[config.mk]
export PLATFORM = sky130hd
export DESIGN_NAME = sps_top
export DESIGN_NICKNAME = d
export VERILOG_FILES = /design/src/hdl/sps_top.v
export VERILOG_INCLUDE_DIRS = /design/src /design/src/hdl
export SDC_FILE = /design/constraint.sdc
export NUM_CORES = 1
export LEC_CHECK = 0
export BUFFER_PORTS_ARGS = -buffer_cell sky130_fd_sc_hd__buf_2
export CORE_ASPECT_RATIO = 0.7
export CORE_UTILIZATION = 40
export DETAILED_ROUTE_END_ITERATION = 6
export PLACE_DENSITY = 0.7
export SLEW_MARGIN = 20
export SYNTH_ARGS = -nofsm -noshare
export SYNTH_HDL_FRONTEND = slang
export SYNTH_SLANG_ARGS = --single-unit
[constraint.sdc]
create_clock -name clk -period 7.4 [get_ports clk]
set_clock_uncertainty 0.05 [all_clocks]
set_input_delay 0.37 -clock clk [delete_from_list [all_inputs] [get_ports clk]]
set_output_delay 0.37 -clock clk [all_outputs]
set_load 0.02 [all_outputs]
[src/hdl/sps_regs.vh]
// register map, field positions, reset values and timing counts of the standby shutdown timer
// Notes on behaviour
// - shutdown only with standby relay option selected
// - timer held cleared while drive enabled
// - count at rest and disabled; expiry drops relay
// - zero delay disables timeout, relay stays on
// - enable after shutdown re-energises, resyncs, restarts fans
// - field current zero while power switched off
// - power-up and fault reset: relay off then on
// - off-then-on sequence runs with zero delay too
// - mains kept on after timeout: run, field zero
// - unexpected supply loss declares supply fault code; checked only in run after the settle time
`ifndef SPS_REGS_VH
`define SPS_REGS_VH
// byte offsets
`define SPS_CTRL_OFS      4'h0
`define SPS_DELAY_OFS     4'h4
`define SPS_STATUS_OFS    4'h8
`define SPS_FAULT_OFS     4'hc
// control fields
`define SPS_OPT_LSB       0
`define SPS_OPT_MSB       3
`define SPS_OPT_STANDBY   4'h5
`define SPS_CTRL_RST      4'h0
// delay register, units of one timer tick
`define SPS_DELAY_W       16
`define SPS_DELAY_RST     16'h0000
// status bit positions
`define SPS_ST_RELAY      0
`define SPS_ST_TIMEOUT    1
`define SPS_ST_FAULT      2
`define SPS_ST_MAINS      3
`define SPS_ST_ENABLE     4
// supply-loss fault code, 406 decimal
`define SPS_FAULT_CODE    16'h0196
// timing: clock 10 ns, tick 1 ms, off pulse 500 ms, mains settle 200 ms
`define SPS_CLK_NS        10
`define SPS_TICK_NS       1000000
`define SPS_TICK_CYCLES   (`SPS_TICK_NS / `SPS_CLK_NS)
`define SPS_OFF_MS        500
`define SPS_SETTLE_MS     200
// axi responses
`define SPS_RESP_OKAY     2'b00
`define SPS_RESP_SLVERR   2'b10
`endif

[src/hdl/sps_top.v]
// standby power shutdown timer with axi4-lite register access
`timescale 1ns/10ps
`default_nettype none
`include "sps_regs.vh"
module sps_top #(
  parameter TICK_CYCLES = `SPS_TICK_CYCLES,  // cycles per 1 ms timer tick
  parameter OFF_TICKS   = `SPS_OFF_MS,       // relay off time of the reset pulse
  parameter SETTLE_TICKS = `SPS_SETTLE_MS    // mains settle time after energise
) (
  input  wire        clk,
  input  wire        rst,
  // axi4-lite slave
  input  wire [3:0]  s_axi_awaddr,
  input  wire        s_axi_awvalid,
  output reg         s_axi_awready,
  input  wire [31:0] s_axi_wdata,
  input  wire [3:0]  s_axi_wstrb,
  input  wire        s_axi_wvalid,
  output reg         s_axi_wready,
  output reg  [1:0]  s_axi_bresp,
  output reg         s_axi_bvalid,
  input  wire        s_axi_bready,
  input  wire [3:0]  s_axi_araddr,
  input  wire        s_axi_arvalid,
  output reg         s_axi_arready,
  output reg  [31:0] s_axi_rdata,
  output reg  [1:0]  s_axi_rresp,
  output reg         s_axi_rvalid,
  input  wire        s_axi_rready,
  // drive side
  input  wire        drive_field_enable_input,   // pin, high = enabled
  input  wire        mains_present,              // pin, three-phase sensed
  input  wire        drive_at_rest,              // from drive logic
  input  wire        fault_reset,                // one-cycle pulse from drive logic
  output reg         power_contactor_relay_output,
  output reg         fan_enable,
  output reg         field_current_zero,
  output reg         line_resync,                // one-cycle pulse
  output reg         supply_fault
);

  // one-hot sequencer states
  // the keep state covers a timeout without the standby option: mains stays
  // on and only the field is forced to zero until the idle spell ends
  localparam [3:0] ST_OFF   = 4'b0001;  // reset pulse, relay dropped
  localparam [3:0] ST_RUN   = 4'b0010;  // relay energised, normal
  localparam [3:0] ST_SHUT  = 4'b0100;  // timed out, relay dropped
  localparam [3:0] ST_KEEP  = 4'b1000;  // timed out, option off: relay kept

  localparam DW = `SPS_DELAY_W;

  // register file
  // only the option and the delay are writable; status is read live
  reg [3:0]    relay_option;   // multi-purpose relay option code
  reg [DW-1:0] delay_ticks;    // shutdown delay, 0 disables timeout
  reg [15:0]   fault_code;     // last declared fault code

  // pin synchronisers, first stage read only by second
  reg en_meta;
  reg en_sync;
  reg mains_meta;
  reg mains_sync;

  // sequencer
  // seq_cnt serves both the reset pulse length and the settle time
  reg [3:0]    state;
  reg [31:0]   tick_div;       // prescaler toward one tick
  reg          tick;           // one-cycle enable per ms
  reg [DW-1:0] idle_cnt;       // elapsed idle ticks
  reg [15:0]   seq_cnt;        // off pulse / settle ticks
  reg          idle_prev;      // idle condition one cycle ago
  reg          armed;          // mains loss detection enabled

  // axi bookkeeping
  // address and data may arrive in either order; each is held until both are in
  reg          aw_held;
  reg          w_held;
  reg [3:0]    aw_addr;
  reg [31:0]   w_data;
  reg [3:0]    w_strb;

  // idle means at rest with the enable pin released; only the synchronised copy
  // is used so a pin edge near the clock cannot split the decision
  wire standby_sel = (relay_option == `SPS_OPT_STANDBY);
  wire idle        = drive_at_rest & ~en_sync;
  wire idle_start  = idle & ~idle_prev;
  wire timeout_hit = (delay_ticks != {DW{1'b0}}) && (idle_cnt >= delay_ticks);

  // apply byte enables to one register word
  function [31:0] merge;
    input [31:0] old;
    input [31:0] data;
    input [3:0]  strb;
    integer i;
    begin
      merge = old;
      for (i = 0; i < 4; i = i + 1) begin
        if (strb[i]) begin
          merge[i*8 +: 8] = data[i*8 +: 8];
        end
      end
    end
  endfunction

  // address decode shared by read and write paths
  function mapped;
    input [3:0] a;
    begin
      mapped = (a == `SPS_CTRL_OFS) || (a == `SPS_DELAY_OFS) ||
               (a == `SPS_STATUS_OFS) || (a == `SPS_FAULT_OFS);
    end
  endfunction

  // byte-lane merges of the writable words; the slice is taken from these nets
  // because a function result cannot be part-selected where it is called
  wire [31:0] ctrl_merged  = merge({28'h0000000, relay_option}, w_data, w_strb);
  wire [31:0] delay_merged = merge({16'h0000, delay_ticks}, w_data, w_strb);

  // two-flop synchronisers for the enable and mains pins
  // both pins come from field wiring and are asynchronous to this clock
  always @(posedge clk) begin
    if (rst) begin
      en_meta    <= 1'b0;
      en_sync    <= 1'b0;
      mains_meta <= 1'b0;
      mains_sync <= 1'b0;
    end else begin
      en_meta    <= drive_field_enable_input;
      en_sync    <= en_meta;
      mains_meta <= mains_present;
      mains_sync <= mains_meta;
    end
  end

  // tick divider; restarted with each idle period so the first tick is a full one
  // the cost: the reset pulse and the settle time may see one stretched tick
  // when an idle spell starts while they run
  always @(posedge clk) begin
    if (rst || idle_start) begin
      tick_div <= 32'h0000_0000;
      tick     <= 1'b0;
    end else if (tick_div == TICK_CYCLES - 1) begin
      tick_div <= 32'h0000_0000;
      tick     <= 1'b1;
    end else begin
      tick_div <= tick_div + 32'h0000_0001;
      tick     <= 1'b0;
    end
  end

  // idle timer; any break in the idle condition clears the count, so a short
  // spell never carries over into the next one; the count stops at a nonzero delay
  always @(posedge clk) begin
    if (rst) begin
      idle_cnt  <= {DW{1'b0}};
      idle_prev <= 1'b0;
    end else begin
      idle_prev <= idle;
      if (!idle) begin
        idle_cnt <= {DW{1'b0}};
      end else if (idle_start) begin
        idle_cnt <= {DW{1'b0}};
      end else if (tick && !timeout_hit) begin
        idle_cnt <= idle_cnt + {{(DW-1){1'b0}}, 1'b1};
      end
    end
  end

  // sequencer: reset pulse, run, shutdown
  // fault reset is taken ahead of every state so a pulse in mid-shutdown
  // still gives the full off-then-on sequence
  always @(posedge clk) begin
    if (rst) begin
      state   <= ST_OFF;
      seq_cnt <= 16'h0000;
      armed   <= 1'b0;
    end else if (fault_reset) begin
      // fault reset repeats the off-then-on pulse whatever the delay
      state   <= ST_OFF;
      seq_cnt <= 16'h0000;
      armed   <= 1'b0;
    end else begin
      case (state)
        ST_OFF: begin
          if (tick) begin
            if (seq_cnt == OFF_TICKS - 1) begin
              state   <= ST_RUN;
              seq_cnt <= 16'h0000;
            end else begin
              seq_cnt <= seq_cnt + 16'h0001;
            end
          end
        end
        ST_RUN: begin
          // arm loss detection once mains has had time to settle
          if (!armed && tick) begin
            if (seq_cnt == SETTLE_TICKS - 1) begin
              armed <= 1'b1;
            end else begin
              seq_cnt <= seq_cnt + 16'h0001;
            end
          end
          if (timeout_hit) begin
            state <= standby_sel ? ST_SHUT : ST_KEEP;
            armed <= 1'b0;
          end
        end
        ST_SHUT: begin
          // wake on the synchronised enable only
          if (en_sync) begin
            state   <= ST_RUN;
            seq_cnt <= 16'h0000;
          end
        end
        ST_KEEP: begin
          // relay kept on, drive carries on with field forced to zero
          if (!idle) begin
            state   <= ST_RUN;
            seq_cnt <= 16'h0000;
          end
        end
        default: begin
          state <= ST_OFF;
        end
      endcase
    end
  end

  // drive outputs, all registered
  always @(posedge clk) begin
    if (rst) begin
      power_contactor_relay_output <= 1'b0;
      fan_enable                   <= 1'b0;
      field_current_zero           <= 1'b1;
      line_resync                  <= 1'b0;
    end else begin
      power_contactor_relay_output <= (state == ST_RUN) || (state == ST_KEEP);
      // fans follow the relay: with mains off they would have nothing to run on
      fan_enable                   <= (state == ST_RUN) || (state == ST_KEEP);
      field_current_zero           <= (state != ST_RUN);
      // resync on the very edge the relay re-energises, after a reset pulse or a shutdown
      line_resync                  <= (state == ST_RUN) && !power_contactor_relay_output;
    end
  end

  // supply loss that was not commanded raises the fault; external logic
  // must only cut power through the relay, so any loss here is a fault
  // the check is armed only in the run state after the settle time, so the
  // contactor's own pick-up delay is never mistaken for a loss
  always @(posedge clk) begin
    if (rst) begin
      supply_fault <= 1'b0;
      fault_code   <= 16'h0000;
    end else if (armed && state == ST_RUN && !mains_sync) begin
      supply_fault <= 1'b1;
      fault_code   <= `SPS_FAULT_CODE;
    end else if (fault_reset) begin
      supply_fault <= 1'b0;
    end
  end

  // axi write: address and data taken in either order, one at a time
  // writes to the status and fault words are answered and ignored
  always @(posedge clk) begin
    if (rst) begin
      s_axi_awready <= 1'b0;
      s_axi_wready  <= 1'b0;
      s_axi_bvalid  <= 1'b0;
      s_axi_bresp   <= `SPS_RESP_OKAY;
      aw_held       <= 1'b0;
      w_held        <= 1'b0;
      aw_addr       <= 4'h0;
      w_data        <= 32'h0000_0000;
      w_strb        <= 4'h0;
      relay_option  <= `SPS_CTRL_RST;
      delay_ticks   <= `SPS_DELAY_RST;
    end else begin
      s_axi_awready <= 1'b0;
      s_axi_wready  <= 1'b0;
      if (s_axi_awvalid && !aw_held && !s_axi_awready && !s_axi_bvalid) begin
        s_axi_awready <= 1'b1;
        aw_held       <= 1'b1;
        aw_addr       <= s_axi_awaddr;
      end
      if (s_axi_wvalid && !w_held && !s_axi_wready && !s_axi_bvalid) begin
        s_axi_wready <= 1'b1;
        w_held       <= 1'b1;
        w_data       <= s_axi_wdata;
        w_strb       <= s_axi_wstrb;
      end
      if (aw_held && w_held && !s_axi_bvalid) begin
        aw_held      <= 1'b0;
        w_held       <= 1'b0;
        s_axi_bvalid <= 1'b1;
        s_axi_bresp  <= mapped(aw_addr) ? `SPS_RESP_OKAY : `SPS_RESP_SLVERR;
        if (aw_addr == `SPS_CTRL_OFS) begin
          relay_option <= ctrl_merged[`SPS_OPT_MSB:`SPS_OPT_LSB];
        end
        if (aw_addr == `SPS_DELAY_OFS) begin
          delay_ticks <= delay_merged[DW-1:0];
        end
      end else if (s_axi_bvalid && s_axi_bready) begin
        s_axi_bvalid <= 1'b0;
      end
    end
  end

  // axi read: one cycle from address taken to data valid
  // rdata holds until rready, so a slow master still sees the word it asked for
  always @(posedge clk) begin
    if (rst) begin
      s_axi_arready <= 1'b0;
      s_axi_rvalid  <= 1'b0;
      s_axi_rdata   <= 32'h0000_0000;
      s_axi_rresp   <= `SPS_RESP_OKAY;
    end else begin
      s_axi_arready <= 1'b0;
      if (s_axi_rvalid) begin
        if (s_axi_rready) begin
          s_axi_rvalid <= 1'b0;
        end
      end else if (s_axi_arvalid && s_axi_arready) begin
        s_axi_rvalid <= 1'b1;
        s_axi_rresp  <= mapped(s_axi_araddr) ? `SPS_RESP_OKAY : `SPS_RESP_SLVERR;
        case (s_axi_araddr)
          `SPS_CTRL_OFS:   s_axi_rdata <= {28'h0000000, relay_option};
          `SPS_DELAY_OFS:  s_axi_rdata <= {16'h0000, delay_ticks};
          `SPS_STATUS_OFS: s_axi_rdata <= {27'h0000000, en_sync, mains_sync,
                                           supply_fault, field_current_zero,
                                           power_contactor_relay_output};
          `SPS_FAULT_OFS:  s_axi_rdata <= {16'h0000, fault_code};
          default:         s_axi_rdata <= 32'h0000_0000;
        endcase
      end else if (s_axi_arvalid) begin
        // hold off new address until the previous data has gone
        s_axi_arready <= 1'b1;
      end
    end
  end

endmodule
`default_nettype wire

# Word-level counts from Yosys, hierarchy flattened
# Index checks and enable logic that the tools add are counted.
# word_totals
reg_bits	165
in_bits	55
output_inout_bits	46
# op_classes
addsub	3
order_cmp	1
n_eq_ne	22
n_mux	31
n_bitwise	6
reduce_logical	53
# ops
op	n
$pmux 16 s4	2
$mux 16	6
$add 16x1->16 const B	2
$add 32x1->32 const B	1
$eq 32x17->1 const B	1
$mux 4	6
$eq 4x4->1 const B	5
$eq 16x8->1 const B	1
$eq 16x9->1 const B	1
$eq 4x3->1 const B	4
$ge 16x16->1	1
$logic_and 1x1->1	16
$pmux 4 s4	1
$reduce_bool 16->1	1
$mux 1	14
$ne 2x2->1 const B	7
$reduce_and 3->1	4
$logic_not 1->1	9
$logic_not 4->1	2
$logic_or 1x1->1	8
$reduce_bool 2->1	4
$reduce_and 6->1	1
$reduce_or 2->1	3
$reduce_or 3->1	2
other kinds (9)	14

# Depth between registers and ports, before layout
# Gate-level depths: netlist of the first run.
# logic_depth
depth_word	5
ltp_mapped	10
ltp_nobuf	8

# Worst setup path after synthesis of the first run
# No wires, ideal clock.
# synth_path
path_type	register -> register
start	register idle_cnt[0]
end	register idle_cnt[10]
setup_ns	0.070
arrival_time_ns	2.344
path_slack_ns	4.936
path_stages_with_launch	10
n_path_buf	1
period_less_slack_ns	2.464
cell_sequence	dfxtp_1 > inv_1 > ha_1 > nand2b_4 > a2111oi_4 > a2111oi_1 > o41a_1 > buf_2 > or4_1 > a21oi_1
# synth_via
elab_chain_len	4
word_cells_on_any_way	5
# synth_lines
item	line_no	rtl
from (decl)	sps_top.v:69	reg [DW-1:0] idle_cnt;
from (signal assigned)	sps_top.v:155	idle_cnt <= {DW{1'b0}};
from (signal assigned)	sps_top.v:160	idle_cnt <= {DW{1'b0}};
from (signal assigned)	sps_top.v:162	idle_cnt <= {DW{1'b0}};
$ge 16x16->1	sps_top.v:87	wire timeout_hit = (delay_ticks != {DW{1'b0}}) && (idle_cnt >= delay_ticks);
$logic_and 1x1->1	sps_top.v:87	
$logic_not 1->1	sps_top.v:163	end else if (tick && !timeout_hit) begin
$logic_and 1x1->1	sps_top.v:163	
# Several ways; a longest one is shown, not always the timed one.
# A chain may end at the register's enable or synchronous reset.

# Worst setup path after layout of the first run
# layout_path
start	register idle_cnt[0]
end	register idle_cnt[4]
# The elaborated chain is that of the path after synthesis.

==> out/results.ini, run 1 <==
[status]
status=completed

[sta]
maxSlewViolCount=0
slew_headroom=0.4455
period_needed_ns=2.914
min_period_over_period=0.3938
fmax_ghz=0.3432
worst_pin_slew_ns=0.8293
rsz0062_at_grt=no
fin_ws_ns=4.486
hold_viol=0
setup_violations=0
fin_tns_setup_ns=0

[route]
routed_wl_mm=14.73
ant_nets=0
wl_per_cell_um=13.83
viasPerCell=5.099
num_vias=5430
drt-initial-drc-count=342
dr.pass1.iters=5
drcViolationCount=0

[global_routing]
grt_pass1_wl_mm=24.27
grt_pass1_vias=4955
grt_util_all_layers=0.1730
antenna_found_initial=0
grt_start_max_net_pins=77
grt-ovfl-total=0

[clock_network]
h-tree-depth=4
cts_buffer_depth=2
cts_sinks=147
insertion_delay_ns=0.41
clk_pin_slew_ns=0.06
ctsHoldBuffers=0
cts_tree=done
post_cts_resized=0
root_buffer=clkbuf_16
numCtsBuffers=17
post_cts_buffers=0

[place]
portBuffers=64
hpwl_mm=10.36
post_dp_cell_area_sq_um=7177
dp_slack_ns=4.371
gp_congestion=0.8313
dp_cells=1033

[setup_path]
cpPeakStageDelay_ns=0.64
r2r_end=idle_cnt[4]$_SDFFE_PP0P_
path_cells=inv_1 > ha_1 > nand2b_4 > a2111oi_4 > a2111oi_1 > o41a_2 > or4_1 > a21oi_1
worst_path_max_delay_cell=o41a_2
rrSetupSlack_ns=4.49
cp.required_ns=7.68
arrival_ns=3.19
crit_type=flop to flop
r2r_cells=8
cp_max_fo=32
end_kind=flop
start_kind=flop
regToRegStartpoint=idle_cnt[0]$_SDFFE_PP0P_

[floorplan]
initial_core_util=0.4122
die_h_um=110.8
core_area_sq_um=16400
pin_count=101
placementRows=39
die_x_um=157.4
die-area_sq_um=17430

[synth]
async_flop_share=0
synth.avg_cell_area_sq_um=8.710
synth-seq-cells=147
ys_seq_area_frac=0.4354
ys_types=58
syn_inst=776
yosysWarnings=0
synth_edf_count=0
syn-cell-area_sq_um=6759
synth-main-ff-cell=dfxtp_1

[run]
maxCapViolCount=0

[worst_hold_path]
hold_depth=2
hp-class=input pin to flop
hold_path_end=state[2]$_SDFFE_PP0P_
worstHoldStart=fault_reset

[finish]
instances_no_fill=1065
fin_nets=901
regArea_sq_um=2943
area_delta_synth_final_pct=14.37
fin_area_sq_um=7730
multi_input_area_sq_um=3476
n_antenna_cell=0
nFillCells=1620
final_util=0.4715
layout-drive-gt1-share=0.1405

[pwr]
p_per_area_nw_per_um2=220.1
ir_worst_vdd_mv=0.1228
p_leak_nw=2.907

[state kept, by name (all words and copies together), names as in the netlist, 2 cells and up]
| name | cells |
|---|---|
| idle_cnt | 16 |
| w_strb | 2 |
| seq_cnt | 16 |
| tick_div | 32 |
| w_data | 16 |
| relay_option | 4 |
| state | 4 |
| aw_addr | 4 |
| s_axi_rdata | 16 |
| delay_ticks | 16 |
[stage by stage]
stage	power (mW)	hold slack, ns
floorplan	0.8937	0.3638
global placement	0.9099	0.3663
detailed placement	0.9114	0.3720
CTS	1.716	0.08579
global route	1.760	0.09552
finish	1.701	0.1108
[metal layers]
layer | global-route usage | vias to the layer above | part of all wire | routed length, um
li1 | - | 2789 | - | -
met1 | 0.2458 | 2560 | 0.51 | 7582
met2 | 0.2667 | 70 | 0.45 | 6643
met3 | 0.03245 | 11 | 0.029 | 426
met4 | 0.04531 | 0 | 0.0050 | 74
met5 | 0 | - | 0 | 0
[worst max path at each step]
stage	start	endpoint	slack (ns)	depth (start not counted)
CTS	idle_cnt[0]$_SDFFE_PP0P_	idle_cnt[4]$_SDFFE_PP0P_	4.35	8
global route	tick$_SDFF_PP0_	seq_cnt[5]$_SDFFE_PP0P_	4.27	6
detailed placement	idle_cnt[0]$_SDFFE_PP0P_	idle_cnt[12]$_SDFFE_PP0P_	4.37	8
global placement	idle_cnt[0]$_SDFFE_PP0P_	idle_cnt[15]$_SDFFE_PP0P_	4.44	8
floorplan	idle_cnt[0]$_SDFFE_PP0P_	idle_cnt[10]$_SDFFE_PP0P_	4.94	9
finish	idle_cnt[0]$_SDFFE_PP0P_	idle_cnt[4]$_SDFFE_PP0P_	4.49	8
[logic make-up after synthesis]
group / synth area share
AOI/OAI and AO/OA: 0.1063
xor gates and xnor gates: 0.05313
adders and majority gates: 0.03517
buffers and inverters: 0.06035
DFF: 0.4354
muxes: 0.05109
other: 0.0005548
and+or+nand+nor: 0.2581
[critical path, delay by kind of cell, from the launching register on]
family          cells  cell delay, ns
fa+ha+maj           1            0.27
flops               1            0.51
simple gates        2            0.69
buf+inv             1            0.09
compound gates      4            1.23
[area by class of cell]
type	count	area share
clock buffer	18	0.05552
clock inverter	14	0.01586
inverter	32	0.01554
multi-input combinational	560	0.4497
sequential	147	0.3807
tap	225	0.03642
timing repair buffer	69	0.04629
[layout by cell type, fill, tap and decap left out, drive strengths merged, types with 3 or more instances in the layout]
cell type  synthesis  routed
or3                9       9
mux2i             30      30
o21ai             24      24
xnor2             19      19
nor2             103     103
clkinvlp           0       3
a21oi             46      46
nor4              19      19
nor3              15      15
nor4b              3       3
and4               7       7
clkinv             1       5
or4b               4       4
nor2b              9       9
inv               31      38
nand3             25      25
a2111oi            3       3
o31ai             10      10
or4               14      14
nand3b             4       4
nand2b             9       9
clkbuf            24      18
and2               8       8
buf               30      69
nand2             73      73
and3               7       7
a21o               3       3
dfxtp            147     147
xor2              22      22
nand4             23      23
conb               1      18
a22oi             14      14
ha                19      19
[cell usage after synthesis (3+ instances only)]
cell type | count | area, sq um
buf_4 | 20 | 150.1
nor3_1 | 15 | 75.07
and2_1 | 8 | 50.05
o31ai_1 | 10 | 75.07
ha_1 | 19 | 237.7
inv_1 | 31 | 116.4
buf_2 | 8 | 40.04
nand2_1 | 73 | 274.0
nand2b_1 | 8 | 50.05
or4_1 | 14 | 105.1
and4_1 | 7 | 61.31
xnor2_1 | 19 | 166.4
a21o_1 | 3 | 22.52
or3_1 | 9 | 56.30
clkbuf_1 | 24 | 90.09
a22oi_1 | 14 | 105.1
nor2b_1 | 9 | 56.30
o21ai_0 | 23 | 115.1
mux2i_1 | 30 | 300.3
nor4_1 | 16 | 100.1
a21oi_1 | 46 | 230.2
dfxtp_1 | 147 | 2943
nand3b_1 | 4 | 30.03
and3_1 | 7 | 43.79
nand3_1 | 25 | 125.1
xor2_1 | 22 | 192.7
or4b_2 | 3 | 30.03
nand4_1 | 22 | 137.6
nor2_1 | 103 | 386.6
[power by group]
part,internal (mW),switching [mW]
clock network,0.441,0.367
logic,0.0255,0.0509
registers,0.806,0.0105
Note: power is estimated with default switching activity, not from simulation.
==> inputs of run 2 (changes only) <==
Clock period 7.4 ns to 2.9 ns, I/O delays scaled along.
==> out/results.ini, run 2 (synthesized netlist as in run 1, its figures left out) <==
[status]
status=completed

[clock_network]
h-tree-depth=4
post_cts_buffers=0
root_buffer=clkbuf_16
post_cts_resized=0
cts_sinks=147
cts_buffer_depth=2
insertion_delay_ns=0.42
numCtsBuffers=17
cts_tree=done
clk_pin_slew_ns=0.07

[setup_path]
r2r_end=idle_cnt[15]$_SDFFE_PP0P_
worst_path_max_delay_cell=o41a_1
cp-endpoint=idle_cnt[15]$_SDFFE_PP0P_
cp-startpoint=delay_ticks[13]$_SDFFE_PP0P_
cp.required_ns=3.18
path_cells=inv_1 > ha_1 > and4_1 > a21oi_1 > o21ai_0 > o41a_1 > buf_12 > or4_1 > a21oi_1
crit_family=compound AO/OA/AOI/OAI gates
r2r_cells=9
rrSetupSlack_ns=0.27
cp.depth=9
regToRegStartpoint=delay_ticks[13]$_SDFFE_PP0P_
cp_max_fo=32
crit_top_cell=a21oi_1
arrival_ns=2.91
crit_type=flop to flop
crit_buf_inv=2
cpPeakStageDelay_ns=0.47
end_kind=flop
start_kind=flop

[global_routing]
grt_util_all_layers=0.1821
grt_pass1_wl_mm=25.47
grt_start_max_net_pins=47
grt-ovfl-total=0
antenna_found_initial=0
grt_pass1_vias=5179

[worst_hold_path]
hp-class=input pin to flop
hold_depth=3

[place]
dp_slack_ns=0.2968
hpwl_mm=10.39
dp_cells=1041
portBuffers=64
gp_congestion=0.7929

[sta]
fin_ws_ns=0.2707
fin_tns_setup_ns=0
worst_pin_slew_ns=0.8402
rsz0062_at_grt=no
slew_headroom=0.4384
maxSlewViolCount=0
min_period_over_period=0.9067
hold_viol=0
fmax_ghz=0.3803
period_needed_ns=2.629
setup_violations=0

[floorplan]
die_h_um=110.8
placementRows=39
pin_count=101
core_area_sq_um=16400
die_x_um=157.4
die-area_sq_um=17430
initial_core_util=0.4122

[route]
wl_per_cell_um=13.78
wl_met1_mm=7.677
drt-initial-drc-count=376
viasPerCell=5.109
met3_length_um=560
top_layer=met4
wl_met2_mm=6.777
num_vias=5625
ant_nets=0
dr.pass1.iters=5
drcViolationCount=0
routed_wl_mm=15.17

[finish]
most-common-layout-cells=147 x dfxtp_1, 103 x nor2_1, 73 x nand2_1
n_antenna_cell=0
fin_nets=937
largest-register=tick_div
instances_no_fill=1101
largest_reg_flops=32
area_delta_synth_final_pct=20.42
layout-drive-gt1-share=0.1427
final_common_cell=dfxtp_1

[pwr]
ir_worst_vdd_mv=0.3045
p_per_area_nw_per_um2=562.5
p_leak_nw=3.099
power.total_mw=4.578

[run]
maxCapViolCount=0

## run 2: changes by cell type in the layout (fill, tap and decap cells not counted), moves of 2 or more
cell,delta
dlygate4sd3_1,+28
bufinv_16,+2
buf_4,+7
clkinvlp_4,-2
clkinv_4,-2
## run 2: through the flow
stage | util | hold WS (ns) | area, sq um
2_1_floorplan | - | 0.1718 | 6823
3_3_place_gp | 0.4420 | 0.2961 | 7247
3_5_place_dp | 0.4420 | 0.2991 | 7247
4_1_cts | 0.4964 | 0.03085 | 8139
5_1_grt | 0.4964 | 0.04625 | 8139
6_report | 0.4964 | 0.04638 | 8139
## run 2: worst min-delay path by stage
stage,end,start,slack (ns)
after floorplan,state[2]$_SDFFE_PP0P_,fault_reset,0.17
after global placement,state[2]$_SDFFE_PP0P_,fault_reset,0.30
after detailed placement,state[2]$_SDFFE_PP0P_,fault_reset,0.30
after CTS,idle_prev$_SDFF_PP0_,drive_at_rest,0.03
after global routing,idle_prev$_SDFF_PP0_,drive_at_rest,0.05
final,idle_prev$_SDFF_PP0_,drive_at_rest,0.05
## run 2: cell type report
class | instances | area, sq um
inverters | 32 | 120.1
clock buffers | 17 | 425.4
well taps | 225 | 281.5
flip-flops and latches | 147 | 2943
multi-input cells | 560 | 3472
clock inverters | 15 | 186.4
repair buffers | 105 | 710.7
fillers | 1550 | 8257
## run 2: worst min-delay path: stages
cell      delay [ns]
buf_2           0.12
nand2b_1        0.11
nor2_1          0.07
## run 2: power breakdown
group	leakage [nW]	switching [mW]	internal [mW]	total [mW]
logic	1.61	0.137	0.0936	0.231
registers	1.19	0.0273	2.06	2.08
clock network	0.300	0.951	1.31	2.26
## run 2: timing repair
action,CTS,global route
setup endpoints to repair,0,0
endpoints found under the hold margin,29,0
hold buffers,28,0
## run 2: routing by layer
| layer | GRT usage | vias up |
|---|---|---|
| li1 | - | 2865 |
| met1 | 0.2616 | 2623 |
| met2 | 0.2749 | 121 |
| met3 | 0.02737 | 16 |
| met4 | 0.06537 | 0 |
| met5 | 0 | - |
==> inputs of run 3 (changes only) <==
Settings changed: REMOVE_ABC_BUFFERS from default to 1.
==> out/results.ini, run 3 (synthesized netlist as in run 1, its figures left out) <==
[pwr]
power.total_mw=4.641
pwr-share-seq=0.449
p_leak_nw=3.107
p_int_mw=3.601
p_clk_frac=0.501
p_comb_frac=0.049
ir_worst_vdd_mv=0.3855
p_per_area_nw_per_um2=567.9
switching_share=0.2241
switchingPower_mw=1.040

[clock_network]
cts_buffer_depth=2
cts_tree=done
root_buffer=clkbuf_16
post_cts_buffers=0
insertion_delay_ns=0.42
numCtsBuffers=17
clk_pin_slew_ns=0.06
cts_sinks=147
h-tree-depth=4

[floorplan]
die-area_sq_um=17430
die_h_um=110.8
placementRows=39
die_x_um=157.4
pin_count=101
initial_core_util=0.4122
core_area_sq_um=16400

[place]
hpwl_mm=10.19
portBuffers=64
gp_congestion=0.8426
dp_cells=1043
post_dp_cell_area_sq_um=7262

[route]
drt-initial-drc-count=260
dr.pass1.iters=4
drcViolationCount=0
wl_per_cell_um=13.64
num_vias=5618
viasPerCell=5.098
ant_nets=0
routed_wl_mm=15.03

[finish]
final_util=0.4985
instances_no_fill=1102
fin_area_sq_um=8173
n_antenna_cell=0
nFillCells=1549
most-common-layout-cells=147 x dfxtp_1, 103 x nor2_1, 73 x nand2_1
largest_reg_flops=32
layout-drive-gt1-share=0.1437
multi_input_area_sq_um=3472
fin_nets=939
final_common_cell=dfxtp_1
regArea_sq_um=2943
area_delta_synth_final_pct=20.92
largest-register=tick_div

[setup_path]
rrSetupSlack_ns=0.25
cp.depth=9
crit_type=flop to flop
cpPeakStageDelay_ns=0.49
crit_family=compound AO/OA/AOI/OAI gates
arrival_ns=2.93
cp-endpoint=idle_cnt[4]$_SDFFE_PP0P_
path_cells=inv_1 > ha_1 > and4_1 > a21oi_1 > o21ai_0 > o41a_1 > buf_4 > or4_1 > a21oi_1
regToRegStartpoint=delay_ticks[13]$_SDFFE_PP0P_
crit_top_cell=a21oi_1
crit_buf_inv=2
cp.required_ns=3.18
end_kind=flop
r2r_cells=9
worst_path_max_delay_cell=or4_1
r2r_end=idle_cnt[4]$_SDFFE_PP0P_
cp_max_fo=32
start_kind=flop
cp-startpoint=delay_ticks[13]$_SDFFE_PP0P_

[global_routing]
antenna_found_initial=0
grt_util_all_layers=0.1788
grt_start_max_net_pins=51
grt_pass1_vias=5165
grt-ovfl-total=0
grt_pass1_wl_mm=25.03

[worst_hold_path]
hp-class=input pin to flop

[sta]
min_period_over_period=0.9128
worst_pin_slew_ns=0.6933
fin_tns_setup_ns=0
maxSlewViolCount=0
slew_headroom=0.5366
fmax_ghz=0.3778
setup_violations=0
period_needed_ns=2.647
hold_viol=0
rsz0062_at_grt=no

[run]
maxCapViolCount=0

[status]
status=completed

-- run 3: changes by cell type in the layout (fill, tap and decap cells not counted), sizes merged --
cell      before  now
buf           77   79
bufinv         2    4
clkinvlp       1    4
inv           40   34
-- run 3: worst min path at each step --
stage,startpoint,end,slack (ns),cells past startpoint
floorplan,rst,s_axi_bvalid$_SDFFE_PP0P_,0.16,1
global placement,fault_reset,state[2]$_SDFFE_PP0P_,0.32,2
detailed placement,fault_reset,state[2]$_SDFFE_PP0P_,0.33,2
CTS,drive_at_rest,idle_prev$_SDFF_PP0_,0.02,3
global route,drive_at_rest,idle_prev$_SDFF_PP0_,0.06,3
finish,drive_at_rest,idle_prev$_SDFF_PP0_,0.04,3
-- run 3: final cells by class --
class                   count  share of cell area
multi-input cells         560              0.4248
flip-flops and latches    147              0.3601
repair buffers            107             0.08879
clock buffers              17             0.05205
well taps                 225             0.03445
clock inverters            14             0.02511
inverters                  32             0.01470
-- run 3: per-layer routing --
layer / GRT usage / up-vias / wire length [um]
li1: - / 2870 / -
met1: 0.2520 / 2635 / 7568
met2: 0.2740 / 94 / 6837
met3: 0.03284 / 19 / 448
met4: 0.05761 / 0 / 174
met5: 0 / - / 0
-- run 3: power by group through the flow --
stage / Combinational [mW] / Clock, mW / Sequential (mW)
6_report: 0.230 / 2.33 / 2.09
5_1_grt: 0.255 / 2.46 / 2.09
4_1_cts: 0.230 / 2.36 / 2.09
3_5_place_dp: 0.200 / 0 / 2.13
3_3_place_gp: 0.198 / 0 / 2.13
2_1_floorplan: 0.110 / 0 / 2.13
-- run 3: worst reg2reg max path: cells and delay by family, from the launching register on --
family | cells | cell delay (ns)
flops | 1 | 0.39
fa+ha+maj | 1 | 0.30
buf+inv | 2 | 0.29
compound gates | 4 | 0.81
simple gates | 2 | 0.73
-- run 3: what timing repair did --
action / CTS / global route
hold buffers: 28 / 0
gates resized for setup: 0 / 0
hold endpoints to repair: 29 / 0
-- run 3: metrics by stage --
step,hold WS [ns],setup WS [ns]
2_1_floorplan,0.1641,0.2819
3_3_place_gp,0.3235,0.3481
3_5_place_dp,0.3307,0.2761
4_1_cts,0.02259,0.2476
5_1_grt,0.06097,0.09256
6_report,0.03541,0.2530
